File: config.mk
export PLATFORM = sky130hd
export DESIGN_NAME = local_key_menu_control
export DESIGN_NICKNAME = d
export VERILOG_FILES = /design/src/hdl/key_menu_pkg.sv /design/src/hdl/key_decoder.sv /design/src/hdl/local_key_menu_control.sv
export SDC_FILE = /design/constraint.sdc
export NUM_CORES = 1
export LEC_CHECK = 0
export BUFFER_PORTS_ARGS = -buffer_cell sky130_fd_sc_hd__clkbuf_2
export CORE_MARGIN = 8
export CORE_UTILIZATION = 61
export DETAILED_ROUTE_END_ITERATION = 8
export PLACE_DENSITY = 0.79
export REMOVE_ABC_BUFFERS = 1
export SYNTH_ARGS = -nofsm -noshare
export SYNTH_HDL_FRONTEND = slang
export SYNTH_SLANG_ARGS = --single-unit
File: constraint.sdc
create_clock -name clock_i -period 6.1 [get_ports clock_i]
set_input_delay 0.915 -clock clock_i [delete_from_list [all_inputs] [get_ports clock_i]]
set_output_delay 0.915 -clock clock_i [all_outputs]
set_load 0.005 [all_outputs]
File: src/hdl/key_menu_pkg.sv
// Shared constants and types for the local key and menu control block
package key_menu_pkg;

  localparam int unsigned CLK_HZ = 50_000_000;
  // Key debounce and combination window, in microseconds
  localparam int unsigned DEBOUNCE_US = 10_000;
  localparam int unsigned DEBOUNCE_CYC = (CLK_HZ / 1_000_000) * DEBOUNCE_US;
  localparam int unsigned COMBO_US = 60_000;
  localparam int unsigned COMBO_CYC = (CLK_HZ / 1_000_000) * COMBO_US;
  // Initialization time, in milliseconds
  localparam int unsigned INIT_MS = 3_000;
  localparam int unsigned INIT_CYC = (CLK_HZ / 1_000) * INIT_MS;
  // Menu inactivity return time, in seconds
  localparam int unsigned IDLE_S = 180;
  localparam longint unsigned IDLE_CYC = longint'(CLK_HZ) * IDLE_S;
  // Blink period, in milliseconds, and quarter-step ratios
  localparam int unsigned BLINK_MS = 1_000;
  localparam int unsigned BLINK_CYC = (CLK_HZ / 1_000) * BLINK_MS;
  localparam int unsigned SHORT_QUARTERS = 1;
  localparam int unsigned HALF_QUARTERS = 2;
  localparam int unsigned LONG_QUARTERS = 3;

  localparam logic [3:0] MENU_FIRST = 4'h1;
  localparam logic [3:0] MENU_LAST = 4'hA;
  localparam logic [3:0] MENU_LIMITS = 4'h5;
  localparam logic [3:0] READOUT_LAST = 4'hD;
  localparam logic [3:0] DIAG_WRITE_PROT = 4'h1;
  localparam logic [1:0] LANG_LAST = 2'h2;

  typedef enum logic [2:0] {
    LED_OFF,
    LED_ON,
    LED_SHORT,
    LED_LONG,
    LED_EQUAL
  } led_mode_t;

  typedef struct packed {
    logic menu;
    logic up;
    logic down;
    logic confirm;
    logic reset;
  } key_cmd_t;

  typedef struct packed {
    logic menu_key;
    logic up_key;
    logic down_key;
  } keys_t;

  typedef struct packed {
    logic has_lcd;
    logic limits_local_ok;
    logic autostart_done;
    logic write_protect;
    logic diag_message;
    logic diag_error;
  } status_in_t;

endpackage

File: src/hdl/key_decoder.sv
// Key debouncer and combination decoder
module key_decoder #(
  parameter int unsigned DEBOUNCE_CYCLES = key_menu_pkg::DEBOUNCE_CYC,
  parameter int unsigned COMBO_CYCLES = key_menu_pkg::COMBO_CYC
)
(
  input wire logic clock_i,
  input wire logic sys_rst_i,
  input wire key_menu_pkg::keys_t keys_i,
  output key_menu_pkg::key_cmd_t cmd_o
);

  logic [2:0] raw;
  logic [2:0] stable_q, stable_d;
  logic [2:0] held_q, held_d;
  logic [2:0] seen_q, seen_d;
  logic [19:0] deb_q [3];
  logic [19:0] deb_d [3];
  logic [21:0] win_q, win_d;
  logic collect_q, collect_d;
  key_menu_pkg::key_cmd_t cmd_q, cmd_d;

  assign raw = {keys_i.menu_key, keys_i.up_key, keys_i.down_key};

  genvar g;
  generate
    for (g = 0; g < 3; g++)
    begin : g_deb
      always_comb
      begin
        deb_d[g] = deb_q[g];
        stable_d[g] = stable_q[g];
        if (raw[g] == stable_q[g])
          deb_d[g] = '0;
        else if (deb_q[g] == 20'(DEBOUNCE_CYCLES - 1))
        begin
          deb_d[g] = '0;
          stable_d[g] = raw[g];
        end
        else
          deb_d[g] = deb_q[g] + 20'h00001;
      end
      always_ff @(posedge clock_i)
      begin
        if (sys_rst_i)
        begin
          deb_q[g] <= '0;
          stable_q[g] <= 1'b0;
        end
        else
        begin
          deb_q[g] <= deb_d[g];
          stable_q[g] <= stable_d[g];
        end
      end
    end
  endgenerate

  // Gather keys pressed within the window, then emit at most one command
  always_comb
  begin
    held_d = stable_q;
    seen_d = seen_q;
    win_d = win_q;
    collect_d = collect_q;
    cmd_d = '0;
    if (!collect_q)
    begin
      if ((stable_q & ~held_q) != 3'h0)
      begin
        collect_d = 1'b1;
        seen_d = stable_q;
        win_d = '0;
      end
    end
    else
    begin
      seen_d = seen_q | stable_q;
      if (win_q == 22'(COMBO_CYCLES - 1) || stable_q == 3'h0)
      begin
        collect_d = 1'b0;
        unique case (seen_d)
          3'b111: cmd_d.reset = 1'b1;
          3'b011: cmd_d.confirm = 1'b1;
          3'b100: cmd_d.menu = 1'b1;
          3'b010: cmd_d.up = 1'b1;
          3'b001: cmd_d.down = 1'b1;
          default: cmd_d = '0;
        endcase
      end
      else
        win_d = win_q + 22'h000001;
    end
  end

  always_ff @(posedge clock_i)
  begin
    if (sys_rst_i)
    begin
      held_q <= '0;
      seen_q <= '0;
      win_q <= '0;
      collect_q <= 1'b0;
      cmd_q <= '0;
    end
    else
    begin
      held_q <= held_d;
      seen_q <= seen_d;
      win_q <= win_d;
      collect_q <= collect_d;
      cmd_q <= cmd_d;
    end
  end

  assign cmd_o = cmd_q;

endmodule

File: src/hdl/local_key_menu_control.sv
// Local key interpreter, menu sequencer and LED flash codes
// Operation
// Menu key toggles menu mode
// Up increments, down decrements one step
// Up plus down together is confirm
// All three keys restart with initialization
// LEDs: on, off, short, long, equal blink
// Write protect ignores keys, shows message one
// Initialization keeps stored configuration unchanged
// Three second init, then operation or language
// Language, then orientation, then menu one
// First-time choices by up/down, confirm accepts
// Menu: red equal blink, menus 1-4 one green
// Menus 5-10 shown by green pairs
// Autostart done enters operation; menu reopens
// LED versions: all LEDs off in operation
// Operation up/down steps readouts, skip absent
// Double confirm manual; double menu exits
// Diagnostics shown by display or blink code
// Message class blocks operation until cleared
// Error class leaves device out of operation
// Limits menu local only on allowed variants
// Idle minutes in menu returns to operation
// Confirm clears red LED, greens show parameter
// Debounce keys; near-simultaneous presses form combos
// Blink period and ratios fixed by parameters
module local_key_menu_control #(
  parameter longint unsigned INIT_CYCLES = key_menu_pkg::INIT_CYC,
  parameter longint unsigned IDLE_CYCLES = key_menu_pkg::IDLE_CYC,
  parameter longint unsigned BLINK_CYCLES = key_menu_pkg::BLINK_CYC,
  parameter int unsigned DEBOUNCE_CYCLES = key_menu_pkg::DEBOUNCE_CYC,
  parameter int unsigned COMBO_CYCLES = key_menu_pkg::COMBO_CYC
)
(
  input wire logic clock_i,
  input wire logic sys_rst_i,
  input wire key_menu_pkg::keys_t keys_i,
  input wire key_menu_pkg::status_in_t status_i,
  input wire logic [13:0] readout_present_i,
  output logic led_red_o,
  output logic [3:0] led_green_o,
  output logic [3:0] menu_num_o,
  output logic [3:0] param_num_o,
  output logic [3:0] readout_num_o,
  output logic [1:0] language_o,
  output logic orient_flipped_o,
  output logic [3:0] diag_num_o,
  output logic in_operation_o,
  output logic manual_mode_o,
  output logic restart_o,
  output logic param_store_o,
  output logic lang_store_o,
  output logic orient_store_o,
  output logic pos_up_o,
  output logic pos_down_o
);

  typedef enum logic [2:0] {
    ST_INIT,
    ST_LANG,
    ST_ORIENT,
    ST_MENU,
    ST_PARAM,
    ST_OPER,
    ST_MANUAL,
    ST_FAULT
  } state_t;

  key_menu_pkg::key_cmd_t cmd;
  state_t state_q, state_d;
  logic [3:0] menu_q, menu_d;
  logic [3:0] param_q, param_d;
  logic [3:0] read_q, read_d;
  logic [1:0] lang_q, lang_d;
  logic orient_q, orient_d;
  logic [31:0] tmr_q, tmr_d;
  logic [37:0] idle_q, idle_d;
  logic conf_once_q, conf_once_d;
  logic menu_once_q, menu_once_d;
  logic restart_q, restart_d;
  logic pstore_q, pstore_d, lstore_q, lstore_d, ostore_q, ostore_d;
  logic pup_q, pup_d, pdn_q, pdn_d;
  logic [31:0] blink_q, blink_d;
  logic [3:0] nxt_read, prv_read;
  logic [3:0] menu_up, menu_dn;
  logic keys_ok;

  key_decoder #(.DEBOUNCE_CYCLES(DEBOUNCE_CYCLES), .COMBO_CYCLES(COMBO_CYCLES)) u_keys (
    .clock_i(clock_i),
    .sys_rst_i(sys_rst_i),
    .keys_i(keys_i),
    .cmd_o(cmd)
  );

  assign keys_ok = !status_i.write_protect;

  // Menu stepping with the limits menu skipped where not allowed
  always_comb
  begin
    menu_up = (menu_q == key_menu_pkg::MENU_LAST) ? menu_q : menu_q + 4'h1;
    menu_dn = (menu_q == key_menu_pkg::MENU_FIRST) ? menu_q : menu_q - 4'h1;
    if (!status_i.has_lcd && !status_i.limits_local_ok)
    begin
      if (menu_up == key_menu_pkg::MENU_LIMITS)
        menu_up = menu_up + 4'h1;
      if (menu_dn == key_menu_pkg::MENU_LIMITS)
        menu_dn = menu_dn - 4'h1;
    end
  end

  // Next present readout in each direction
  always_comb
  begin
    nxt_read = read_q;
    prv_read = read_q;
    for (int i = 13; i >= 1; i--)
    begin
      if (int'(read_q) + i <= int'(key_menu_pkg::READOUT_LAST)
          && readout_present_i[4'(int'(read_q) + i)])
        nxt_read = 4'(int'(read_q) + i);
      if (int'(read_q) - i >= 0 && readout_present_i[4'(int'(read_q) - i)])
        prv_read = 4'(int'(read_q) - i);
    end
  end

  always_comb
  begin
    state_d = state_q;
    menu_d = menu_q;
    param_d = param_q;
    read_d = read_q;
    lang_d = lang_q;
    orient_d = orient_q;
    tmr_d = tmr_q;
    idle_d = idle_q;
    conf_once_d = conf_once_q;
    menu_once_d = menu_once_q;
    restart_d = 1'b0;
    pstore_d = 1'b0;
    lstore_d = 1'b0;
    ostore_d = 1'b0;
    pup_d = 1'b0;
    pdn_d = 1'b0;
    if (cmd.reset && keys_ok)
    begin
      state_d = ST_INIT;
      tmr_d = '0;
      restart_d = 1'b1;
    end
    else if (status_i.diag_error && state_q != ST_INIT)
      state_d = ST_FAULT;
    else
    begin
      unique case (state_q)
        ST_INIT:
        begin
          // Stored configuration is not touched here
          if (tmr_q == 32'(INIT_CYCLES - 1))
          begin
            tmr_d = '0;
            menu_d = key_menu_pkg::MENU_FIRST;
            state_d = status_i.autostart_done ? ST_OPER : ST_LANG;
          end
          else
            tmr_d = tmr_q + 32'h1;
        end
        ST_LANG:
        begin
          if (keys_ok && cmd.up && lang_q != key_menu_pkg::LANG_LAST)
            lang_d = lang_q + 2'h1;
          else if (keys_ok && cmd.down && lang_q != 2'h0)
            lang_d = lang_q - 2'h1;
          else if (keys_ok && cmd.confirm)
          begin
            lstore_d = 1'b1;
            state_d = ST_ORIENT;
          end
        end
        ST_ORIENT:
        begin
          if (keys_ok && (cmd.up || cmd.down))
            orient_d = !orient_q;
          else if (keys_ok && cmd.confirm)
          begin
            ostore_d = 1'b1;
            menu_d = key_menu_pkg::MENU_FIRST;
            idle_d = '0;
            state_d = ST_MENU;
          end
        end
        ST_MENU, ST_PARAM:
        begin
          if (keys_ok && (cmd.up || cmd.down || cmd.confirm || cmd.menu))
            idle_d = '0;
          else if (idle_q == 38'(IDLE_CYCLES - 1))
          begin
            if (status_i.autostart_done)
              state_d = ST_OPER;
          end
          else
            idle_d = idle_q + 38'h1;
          if (keys_ok && cmd.menu)
            state_d = status_i.autostart_done ? ST_OPER : ST_MENU;
          else if (keys_ok && state_q == ST_MENU)
          begin
            if (cmd.up)
              menu_d = menu_up;
            else if (cmd.down)
              menu_d = menu_dn;
            else if (cmd.confirm)
            begin
              param_d = 4'h1;
              state_d = ST_PARAM;
            end
          end
          else if (keys_ok)
          begin
            if (cmd.up)
              param_d = param_q + 4'h1;
            else if (cmd.down && param_q != 4'h1)
              param_d = param_q - 4'h1;
            else if (cmd.confirm)
            begin
              pstore_d = 1'b1;
              state_d = ST_MENU;
            end
          end
        end
        ST_OPER:
        begin
          if (status_i.diag_message)
            conf_once_d = 1'b0;
          else if (keys_ok && cmd.menu)
          begin
            conf_once_d = 1'b0;
            menu_d = key_menu_pkg::MENU_FIRST;
            idle_d = '0;
            state_d = ST_MENU;
          end
          else if (keys_ok && cmd.up)
          begin
            read_d = nxt_read;
            conf_once_d = 1'b0;
          end
          else if (keys_ok && cmd.down)
          begin
            read_d = prv_read;
            conf_once_d = 1'b0;
          end
          else if (keys_ok && cmd.confirm)
          begin
            conf_once_d = !conf_once_q;
            if (conf_once_q)
            begin
              menu_once_d = 1'b0;
              state_d = ST_MANUAL;
            end
          end
        end
        ST_MANUAL:
        begin
          if (status_i.diag_message)
            state_d = ST_OPER;
          else if (keys_ok && cmd.menu)
          begin
            menu_once_d = !menu_once_q;
            if (menu_once_q)
              state_d = ST_OPER;
          end
          else if (keys_ok && (cmd.up || cmd.down))
          begin
            menu_once_d = 1'b0;
            pup_d = cmd.up;
            pdn_d = cmd.down;
          end
        end
        ST_FAULT:
          state_d = ST_FAULT;
        default:
          state_d = ST_INIT;
      endcase
    end
    if (state_d != ST_OPER)
      conf_once_d = (state_d == state_q) ? conf_once_d : 1'b0;
  end

  // Free-running blink phase
  always_comb
  begin
    blink_d = (blink_q == 32'(BLINK_CYCLES - 1)) ? 32'h0 : blink_q + 32'h1;
  end

  always_ff @(posedge clock_i)
  begin
    if (sys_rst_i)
    begin
      state_q <= ST_INIT;
      menu_q <= key_menu_pkg::MENU_FIRST;
      param_q <= 4'h1;
      read_q <= 4'h0;
      lang_q <= 2'h0;
      orient_q <= 1'b0;
      tmr_q <= '0;
      idle_q <= '0;
      conf_once_q <= 1'b0;
      menu_once_q <= 1'b0;
      restart_q <= 1'b0;
      pstore_q <= 1'b0;
      lstore_q <= 1'b0;
      ostore_q <= 1'b0;
      pup_q <= 1'b0;
      pdn_q <= 1'b0;
      blink_q <= '0;
    end
    else
    begin
      state_q <= state_d;
      menu_q <= menu_d;
      param_q <= param_d;
      read_q <= read_d;
      lang_q <= lang_d;
      orient_q <= orient_d;
      tmr_q <= tmr_d;
      idle_q <= idle_d;
      conf_once_q <= conf_once_d;
      menu_once_q <= menu_once_d;
      restart_q <= restart_d;
      pstore_q <= pstore_d;
      lstore_q <= lstore_d;
      ostore_q <= ostore_d;
      pup_q <= pup_d;
      pdn_q <= pdn_d;
      blink_q <= blink_d;
    end
  end

  // LED pattern selection
  function automatic logic pattern(input key_menu_pkg::led_mode_t m, input logic [31:0] ph,
                                   input logic [31:0] per);
    logic [33:0] lim;
    lim = 34'(per) * 34'(key_menu_pkg::HALF_QUARTERS);
    unique case (m)
      key_menu_pkg::LED_OFF: pattern = 1'b0;
      key_menu_pkg::LED_ON: pattern = 1'b1;
      key_menu_pkg::LED_SHORT:
        lim = 34'(per) * 34'(key_menu_pkg::SHORT_QUARTERS);
      key_menu_pkg::LED_LONG:
        lim = 34'(per) * 34'(key_menu_pkg::LONG_QUARTERS);
      default: lim = lim;
    endcase
    if (m != key_menu_pkg::LED_OFF && m != key_menu_pkg::LED_ON)
      pattern = ({ph, 2'b00} < lim);
    return pattern;
  endfunction

  key_menu_pkg::led_mode_t red_mode;
  key_menu_pkg::led_mode_t grn_mode;
  logic [3:0] grn_sel;
  logic [3:0] shown;

  always_comb
  begin
    red_mode = key_menu_pkg::LED_OFF;
    grn_mode = key_menu_pkg::LED_EQUAL;
    grn_sel = 4'h0;
    shown = (state_q == ST_PARAM) ? param_q : menu_q;
    unique case (shown)
      4'h1: grn_sel = 4'b0001;
      4'h2: grn_sel = 4'b0010;
      4'h3: grn_sel = 4'b0100;
      4'h4: grn_sel = 4'b1000;
      4'h5: grn_sel = 4'b0011;
      4'h6: grn_sel = 4'b0101;
      4'h7: grn_sel = 4'b1001;
      4'h8: grn_sel = 4'b0110;
      4'h9: grn_sel = 4'b1010;
      4'hA: grn_sel = 4'b1100;
      default: grn_sel = 4'b0000;
    endcase
    if (state_q == ST_MENU)
      red_mode = key_menu_pkg::LED_EQUAL;
    else if (state_q == ST_PARAM)
      red_mode = key_menu_pkg::LED_OFF;
    else if (state_q == ST_FAULT)
    begin
      red_mode = key_menu_pkg::LED_ON;
      grn_sel = 4'h0;
    end
    else if (status_i.diag_message || status_i.write_protect)
    begin
      red_mode = key_menu_pkg::LED_SHORT;
      grn_sel = 4'h0;
    end
    else
      grn_sel = 4'h0;
  end

  assign led_red_o = pattern(red_mode, blink_q, BLINK_CYCLES[31:0]);
  assign led_green_o = grn_sel & {4{pattern(grn_mode, blink_q, BLINK_CYCLES[31:0])}};
  assign menu_num_o = menu_q;
  assign param_num_o = param_q;
  assign readout_num_o = read_q;
  assign language_o = lang_q;
  assign orient_flipped_o = orient_q;
  assign diag_num_o = status_i.write_protect ? key_menu_pkg::DIAG_WRITE_PROT : 4'h0;
  assign in_operation_o = (state_q == ST_OPER || state_q == ST_MANUAL) && !status_i.diag_message;
  assign manual_mode_o = (state_q == ST_MANUAL);
  assign restart_o = restart_q;
  assign param_store_o = pstore_q;
  assign lang_store_o = lstore_q;
  assign orient_store_o = ostore_q;
  assign pos_up_o = pup_q;
  assign pos_down_o = pdn_q;

endmodule

# Word-level counts from Yosys, hierarchy flattened
# Memory sizes are Yosys's and may differ from the RTL's.
# Cells that the tools add are included.
# word_totals
regBits	165
ramBits	60
mem_bits_ro	64
in_bits	25
wordCells	522
memories	2
# mem_list
name	depth	width	rd	rd_ports_with_merged_regs	write_ports	line_no	rtl
(no name shown)	16	4	1	0	0	local_key_menu_control.sv:367	unique case (shown)
u_keys.deb_q	3	20	3	0	3	key_decoder.sv:17	logic [19:0] deb_q [3];
# classes
add_sub_neg	41
order_cmp	54
eq_ne	56
mux	230
n_bitwise	21
n_reduce_logical	89
# ops
op	n
greater-or-equal comparator 32 x 1 -> 1 bit (second input constant)	13
less-or-equal comparator 32 x 5 -> 1 bit (second input constant)	13
two-way mux 38 bit	6
two-way mux 4 bit	53
two-way mux 20 bit	9
less-than comparator 4 x 6 -> 1 bit (second input constant)	26
one-hot mux 38 bit (3 select lines)	1
binary-select mux 1 bit (select 4 bit)	26
two-way mux 3 bit	34
two-way mux 1 bit	87
two-way mux 22 bit	3
adder 32 x 1 -> 32 bit (second input constant)	2
adder 20 x 1 -> 20 bit (second input constant)	3
equality test 20 x 19 -> 1 bit (second input constant)	3
one-hot mux 28 bit (2 select lines)	1
logical AND 1 bit	41
adder 38 x 1 -> 38 bit (second input constant)	1
equality test 38 x 34 -> 1 bit (second input constant)	1
less-than comparator 34 x 27 -> 1 bit (second input constant)	1
less-than comparator 34 bit	1
!= test 2 bit (second input constant)	17
equality test 32 x 26 -> 1 bit (second input constant)	1
equality test 32 x 28 -> 1 bit (second input constant)	1
two-way mux 32 bit	1
other kinds (55)	146

# Depth between registers and ports, before layout
# Gate-level depths: netlist of the first run.
# logic_depth
depth_word	20
ltp_mapped	15
depth_no_buf	11

# Hierarchy
# From an unflattened synthesis of the first run, not the netlist that was laid out.
# hier_totals
cells_unflattened	1797
area_unflattened_um2	14496.4
# modules_own_cells
mod	instances	cells_per_inst	area_each_um2	seq_area_each_um2
local_key_menu_control	1	1280	10093.4	2562.5
key_decoder	1	517	4403.0	1941.9

# Worst setup path after synthesis of the first run
# No wires, ideal clock.
# synth_timing
path_type	register to register
startpoint	reg read_q[2], in the netlist readout_num_o[2]
endpoint	reg read_q[0], in the netlist readout_num_o[0]
setup_time_ns	0.123
arrival_ns	3.872
t_required_ns	5.977
path_slack_ns	2.104
path_stages_with_launch	15
n_path_buf	3
cell_sequence	dfxtp_1 -> buf_2 -> buf_1 -> inv_2 -> ha_1 -> clkbuf_1 -> mux4_2 -> a221oi_1 -> a211oi_2 -> a31oi_1 -> nand3_1 -> nor4_2 -> a211oi_2 -> nand4_1 -> mux2_1
# synth_via
elab_chain_len	19
# synth_lines
item	line_no	rtl
from (decl)	local_key_menu_control.sv:73	logic [3:0] read_q, read_d;
from (signal assigned)	local_key_menu_control.sv:320	read_q <= read_d;
parallel branches: the longest is 19 deep, another holds greater-or-equal comparator 32 x 1 -> 1 bit	--	
# Parallel ways; which one is timed is not known. The select of a mux whose other input is x is not followed.
# A chain may end at the register's enable or synchronous reset.

# Worst setup path after layout of the first run
# layout_timing
startpoint	reg read_q[3], in the netlist readout_num_o[3]
endpoint	reg read_q[0], in the netlist readout_num_o[0]
# The elaborated chain is that of the path after synthesis.

==> flow_metrics.tcl, run 1 <==
set metrics [dict create \
    outcome "finished, final reports clean" \
    worst_path_most_repeated_cell "a211oi_2" \
    port_buffers 53 \
    synthTopCellsByArea "dfxtp_1 31%, nor2_1 7.1%, xor2_1 6.8%" \
    antenna-diode-count 0 \
    finalWorstSetupSlack_ns 1.24 \
    rows 56 \
    drt-vias-per-instance 6.12 \
    crit_chain "clkinv_1 -> ha_1 -> mux4_2 -> a221oi_1 -> a211oi_2 -> a31oi_1 -> nand3_1 -> nor4_2 -> a211oi_2 -> nand4_1 -> mux2_1" \
    drv_slew 0 \
    p_leak_nw 5.80 \
    synth-edff-count 0 \
    synth_seq_area_share_pct 31.4 \
    wl_um 38600 \
    vias 13120 \
    met1_length_um 17000 \
    synthArstFlopShare_pct 0 \
    start_util_pct 61.6 \
    reg2reg_depth 11 \
    cap_violations 0 \
    hold_viol 0 \
    clk_latency_ns 0.53 \
    period_needed_ns 4.86 \
    die_x_um 169 \
    synth.distinct_cells 101 \
    cts_setup_buffers 0 \
    grt_overflow_total 0 \
    final_antenna_net_count 0 \
    dr.pass1.iters 5 \
    critPathArrivalTime_ns 5.27 \
    crit_buf_inv 1 \
    dieArea_mm2 0.0286 \
    grt_pass1_vias 12439 \
    post-route-util_pct 67.2 \
    drive_above_1_share_pct 10.2 \
    cp-end-kind "flip-flop" \
    cts_hold_buf 0 \
    syn_inst 1783 \
    tightest_slew_ns 1.13 \
    core_area_mm2 0.0233 \
    area_growth_pct 9.10 \
    routed-wl-met3_um 2710 \
    synth_seq_cells 225 \
    cts_buffer_depth 3 \
    met2_length_um 17600 \
    dp_slack_ns 1.38 \
    rsz0062_at_grt "no" \
    skew_ns 0.0115 \
    worstPathMaxFanout 20 \
    cpPeakStageDelay_ns 0.96 \
    clk_pin_slew_ns 0.07 \
    cts_resized 0 \
    power_density_mw_per_mm2 202 \
    die_y_um 169 \
    multiInputGateArea_mm2 0.00929 \
    grt_pass1_wl_um 62800 \
    start_kind "flip-flop" \
    fin_crit_sh_pct 79.7 \
    vdd_drop_max_v 0.000237 \
    synth_area_leader_cell "dfxtp_1" \
    grt.total_usage_pct 26.3 \
    grt_antenna_before_repair 0 \
    relSlewSlack_pct 24.4 \
    ys_warn_count 0 \
    synth_top_area_share_pct 31.4 \
    fin_nets 1877 \
    cts_tree "built" \
    crit_required_ns 6.51 \
    highest_layer "met4" \
    syn_area_per_cell_um2 8.03 \
    finalSetupViolations 0 \
    clock_sinks 225 \
    crit_family "compound AO/OA/AOI/OAI gates" \
    ioPinCount 57 \
    h-tree-depth 1 \
    cts_buffers 25 \
    place_inst 2099 \
    grt_max_degree 35 \
    stdcell_count 2144 \
    critPathKind "reg -> reg" \
    hold_depth 1 \
    fillers 1921 \
    synthesis.area_mm2 0.0143 \
    clockRootBuffer "clkbuf_16" \
    drc_errors 0 \
    fin_setup_tns_ns 0 \
    hp-class "reg -> reg" \
    hpwl_um 27800 \
    drtIter0Drc 1456 \
    seqCellArea_mm2 0.00450 \
    crit_slowest_cell "dfxtp_1" \
    ys.flop_type "dfxtp_1" \
    place_congestion 0.986 \
    wl_per_cell_um 18.0 \
    crit_cells 11 \
    fmax_mhz 206 \
]
[power breakdown]
part | internal (mW) | switching, mW | total, mW
Clock | 0.931 | 0.607 | 1.54
Combinational | 0.0466 | 0.0926 | 0.139
Sequential | 1.47 | 0.00451 | 1.48
[per-layer routing]
| metal | vias up | global-route usage [%] |
|---|---|---|
| met5 | - | 0 |
| met2 | 465 | 43.9 |
| met4 | 0 | 9.85 |
| met3 | 101 | 5.33 |
| met1 | 6142 | 33.1 |
| li1 | 6412 | - |
[sequential cells by signal (all words and copies together), names as in the netlist, 2 cells and up]
| register | count |
|---|---|
| state_q | 3 |
| blink_q | 32 |
| readout_num_o | 4 |
| u_keys.held_d | 3 |
| u_keys.held_q | 3 |
| u_keys.deb_q | 60 |
| u_keys.cmd_o | 5 |
| tmr_q | 32 |
| u_keys.seen_q | 3 |
| language_o | 2 |
| idle_q | 38 |
| menu_num_o | 4 |
| param_num_o | 4 |
| u_keys.win_q | 22 |
[layout by cell type (no fill, tap or decap), types with 8 or more instances in the layout]
| cell | n |
|---|---|
| nor4_1 | 22 |
| mux2_2 | 11 |
| nor2_1 | 270 |
| o21ai_0 | 66 |
| clkbuf_2 | 53 |
| nand2b_1 | 11 |
| buf_4 | 16 |
| o211ai_1 | 14 |
| nor2b_1 | 17 |
| clkbuf_16 | 25 |
| nand2_1 | 175 |
| nand4_1 | 56 |
| xor2_1 | 111 |
| and2_1 | 16 |
| or3_1 | 32 |
| and3_1 | 48 |
| nor3b_1 | 9 |
| clkbuf_8 | 8 |
| inv_1 | 50 |
| mux2i_1 | 29 |
| nand3_1 | 90 |
| a21oi_1 | 76 |
| nor4b_1 | 13 |
| a31oi_1 | 15 |
| a211oi_1 | 10 |
| a21o_1 | 8 |
| xnor2_1 | 64 |
| mux4_2 | 17 |
| ha_1 | 45 |
| nor3_1 | 42 |
| and4_1 | 11 |
| dfxtp_1 | 225 |
[cells by family after synthesis]
logic type	share of synthesized area, %
flip-flops	31.4
adder cells (fa/ha/maj)	3.93
AO/OA/AOI/OAI	14.2
AND/OR/NAND/NOR	29.2
multiplexers	6.37
XOR/XNOR	11.0
buffers and inverters	3.82
other	0.0524
[cells in the mapped netlist (7+ instances only)]
master	number
a211oi_1	10
a21o_1	8
a21oi_1	76
a221oi_1	7
a31oi_1	15
and2_1	16
and3_1	48
and4_1	11
buf_2	7
clkbuf_1	56
dfxtp_1	225
ha_1	45
inv_1	50
mux2_2	11
mux2i_1	29
mux4_2	17
nand2_1	175
nand2b_1	11
nand3_1	90
nand4_1	56
nor2_1	271
nor2b_1	17
nor3_1	42
nor3b_1	9
nor4_1	22
nor4b_1	13
o211ai_1	14
o21ai_0	66
o31ai_1	7
or3_1	32
xnor2_1	64
xor2_1	111
[layout make-up]
type | instances | share of cell area, %
tap | 319 | 2.55
clock buffer | 35 | 4.76
timing repair buffer | 69 | 2.47
clock inverter | 10 | 0.680
inverter | 54 | 1.30
sequential | 225 | 28.8
multi-input combinational | 1432 | 59.4
[per-stage QoR]
| step | instance area [um2] | hold WS [ns] | power, mW |
|---|---|---|---|
| floorplan | 14000 | 0.418 | 1.59 |
| global placement | 14800 | 0.428 | 1.65 |
| global route | 15600 | 0.455 | 3.25 |
| detailed placement | 14800 | 0.439 | 1.65 |
| finish | 15600 | 0.446 | 3.16 |
| CTS | 15600 | 0.447 | 3.17 |
[path summary, 6_finish.rpt]
check                            end               start  slack (ns)
hold reg to reg   u_keys.deb_q[2][0]  u_keys.deb_q[2][0]        0.45
hold / removal    u_keys.deb_q[2][0]  u_keys.deb_q[2][0]        0.45
setup reg to reg    readout_num_o[0]    readout_num_o[3]        1.24
setup / recovery    readout_num_o[0]    readout_num_o[3]        1.24
(Power assumes the default switching activity.)
==> run 2: changes to the inputs <==
--- a/config.mk
+++ b/config.mk
@@ -5,6 +5,7 @@
 export SDC_FILE = /design/constraint.sdc
 export NUM_CORES = 1
 export LEC_CHECK = 0
+export ABC_AREA = 1
 export BUFFER_PORTS_ARGS = -buffer_cell sky130_fd_sc_hd__clkbuf_2
 export CORE_MARGIN = 8
 export CORE_UTILIZATION = 61
==> constraint.sdc (replaced) <==
create_clock -name clock_i -period 4.8 [get_ports clock_i]
set_input_delay 0.72 -clock clock_i [delete_from_list [all_inputs] [get_ports clock_i]]
set_output_delay 0.72 -clock clock_i [all_outputs]
set_load 0.005 [all_outputs]
==> flow_metrics.tcl, run 2 <==
set metrics [dict create \
    cts_setup_buffers 0 \
    cp-end-kind "output port" \
    cts_buffer_depth 3 \
    reg2reg_depth 18 \
    grt.total_usage_pct 26.4 \
    final_antenna_net_count 0 \
    synthArstFlopShare_pct 0 \
    stdcell_count 2573 \
    crit_start "state_q[0]" \
    p_int_mw 3.14 \
    critPathArrivalTime_ns 3.26 \
    seq_power_share_pct 44.6 \
    synth_compound_area_share_pct 13.5 \
    port_buffers 53 \
    muxShareOfSynthArea_pct 0 \
    reg2reg_slack_ns 1.46 \
    fin_setup_tns_ns 0 \
    cts_tree "built" \
    tightest_slew_ns 0.946 \
    hp-class "reg -> reg" \
    power_density_mw_per_mm2 278 \
    vias 14645 \
    p_leak_nw 6.23 \
    die_x_um 169 \
    fmax_mhz 252 \
    yosys.area_share.simple_pct 38.1 \
    period_needed_ns 3.98 \
    synthTopCellsByArea "dfxtp_1 31%, nand2_1 11%, inv_1 8.2%" \
    vdd_drop_max_v 0.000291 \
    grt_pass1_wl_um 64200 \
    drt-vias-per-instance 5.69 \
    yosys-top-cells-count "421 x nand2_1, 315 x inv_1, 247 x nor2_1, 225 x dfxtp_1, 213 x nand3_1" \
    syn_area_per_cell_um2 6.56 \
    synth_xor_area_share_pct 2.74 \
    die_y_um 169 \
    synth-edff-count 0 \
    fin_nets 2307 \
    reg_top3 "u_keys.deb_q (60), idle_q (38)" \
    r2r-end "readout_num_o[1]" \
    synth_top_family_by_area "simple AND/OR/NAND/NOR gates" \
    rsz0062_at_grt "no" \
    core_area_mm2 0.0233 \
    start_kind "flip-flop" \
    place_congestion 1.02 \
    largest_reg_flops 60 \
    grt_antenna_before_repair 0 \
    ys_warn_count 0 \
    synth.distinct_cells 67 \
    cts_resized 0 \
    ys.flop_type "dfxtp_1" \
    outcome "finished, final reports clean" \
    clock_sinks 225 \
    cp-endpoint "led_red_o" \
    skew_ns 0.0299 \
    regMostFlops "u_keys.deb_q" \
    grt_overflow_total 0 \
    synth_seq_area_share_pct 31.4 \
    synth_seq_cells 225 \
    fin_crit_sh_pct 82.8 \
    crit_required_ns 4.08 \
    finalSetupViolations 0 \
    ioPinCount 57 \
    grt_pass1_vias 13549 \
    drtIter0Drc 1219 \
    reg2reg_from "readout_num_o[1]" \
    dieArea_mm2 0.0287 \
    drv_slew 0 \
    synth_area_leader_cell "dfxtp_1" \
    worstPathMaxFanout 12 \
    critPathKind "reg -> out" \
    dr.pass1.iters 6 \
    area_growth_pct 9.21 \
    relSlewSlack_pct 36.7 \
    layout_common_cells "421 x nand2_1, 315 x inv_1, 247 x nor2_1" \
    synth_top_area_share_pct 31.4 \
    start_util_pct 61.6 \
    min_from "u_keys.deb_q[0][0]" \
    clk_pin_slew_ns 0.07 \
    antenna-diode-count 0 \
    p_clk_share_pct 42.4 \
    fin_area_mm2 0.0157 \
    clk_latency_ns 0.54 \
    p_sw_share_pct 27.9 \
    drc_errors 0 \
    hold_viol 0 \
    post_dp_cell_area_mm2 0.0149 \
    synthesis.area_mm2 0.0143 \
    grt_max_degree 25 \
    power.switching_mw 1.21 \
    hpwl_um 29600 \
    cts_hold_buf 0 \
    h-tree-depth 1 \
    timing.hold.ws_ns 0.446 \
    synthAdderAreaFrac_pct 3.93 \
    synth_most_common_cell "nand2_1" \
    place_inst 2529 \
    combinationalPowerShare_pct 13.0 \
    wl_per_cell_um 15.1 \
    cts_buffers 25 \
    wl_um 39000 \
    rows 56 \
    final_common_cell "nand2_1" \
    drive_above_1_share_pct 9.01 \
    clockRootBuffer "clkbuf_16" \
    syn_inst 2186 \
    cap_violations 0 \
]
-- run 2: cell count changes after synthesis, sizes merged, moves of 33 or more --
cell    delta
nor3      +42
xnor2     -57
clkbuf    -38
and3      -47
o21ai     +33
nand2    +264
nand3    +127
a21oi     +73
inv      +277
xor2      -77
-- run 2: critical path: stages (launching register included) --
cell,delay [ns]
dfxtp_1,0.40
nor2_4,0.15
nand2_1,0.26
nand3_1,0.30
inv_1,0.08
ha_1,0.19
nor4_1,0.29
a21boi_0,0.16
o21a_1,0.18
nor2_1,0.08
o21ai_0,0.08
a21oi_1,0.14
nor2_1,0.06
o21ai_0,0.19
clkbuf_2,0.15
-- run 2: logic make-up (layout without fill, tap and decap cells) --
logic type / count (synthesis) / count (layout)
AOI/OAI and AO/OA: 339 / 339
xor gates and xnor gates: 44 / 44
DFF: 225 / 225
and+or+nand+nor: 1159 / 1159
adders and majority gates: 45 / 45
other: 2 / 5
buffers and inverters: 372 / 437
-- run 2: power by group through the flow --
stage / combinational [mW] / clock, mW / sequential, mW
after floorplan: 0.390 / 0 / 1.97
after global placement: 0.541 / 0 / 1.98
after detailed placement: 0.556 / 0 / 1.98
after CTS: 0.559 / 1.88 / 1.94
after global routing: 0.638 / 1.96 / 1.94
final: 0.565 / 1.85 / 1.94
-- run 2: layer usage --
metal,track usage (%),up-vias,share of wire (%)
met5,0,-,0
met4,9.31,0,3.4
met3,3.42,90,6.9
met2,45.3,517,46
met1,33.7,6685,44
li1,-,7353,-
-- run 2: area by class of cell --
cell class                      instances  area, um2
Multi-Input combinational cell       1592       8370
Fill cell                            2081       7610
Sequential cell                       225       4500
Inverter                              329       1240
Clock buffer                           34        699
Tap cell                              319        399
Timing Repair Buffer                   64        348
Clock inverter                         10       92.6
-- run 2: worst min-delay path by stage --
stage          slack [ns]  cells past startpoint                  to
2_1_floorplan        0.42                      1          blink_q[0]
3_3_place_gp         0.43                      1          blink_q[0]
3_5_place_dp         0.44                      1  u_keys.deb_q[0][0]
4_1_cts              0.43                      3    u_keys.held_d[2]
5_1_grt              0.47                      3    u_keys.held_d[2]
6_report             0.45                      1  u_keys.deb_q[0][0]
-- run 2: metrics by stage --
stage | util (%) | worst slack (ns) | power (mW)
final | 67.3 | 0.824 | 4.35
after global routing | 67.3 | 0.574 | 4.54
after CTS | 67.3 | 0.888 | 4.38
after detailed placement | 63.9 | 1.19 | 2.54
after global placement | 63.9 | 1.27 | 2.52
after floorplan | - | 1.60 | 2.36
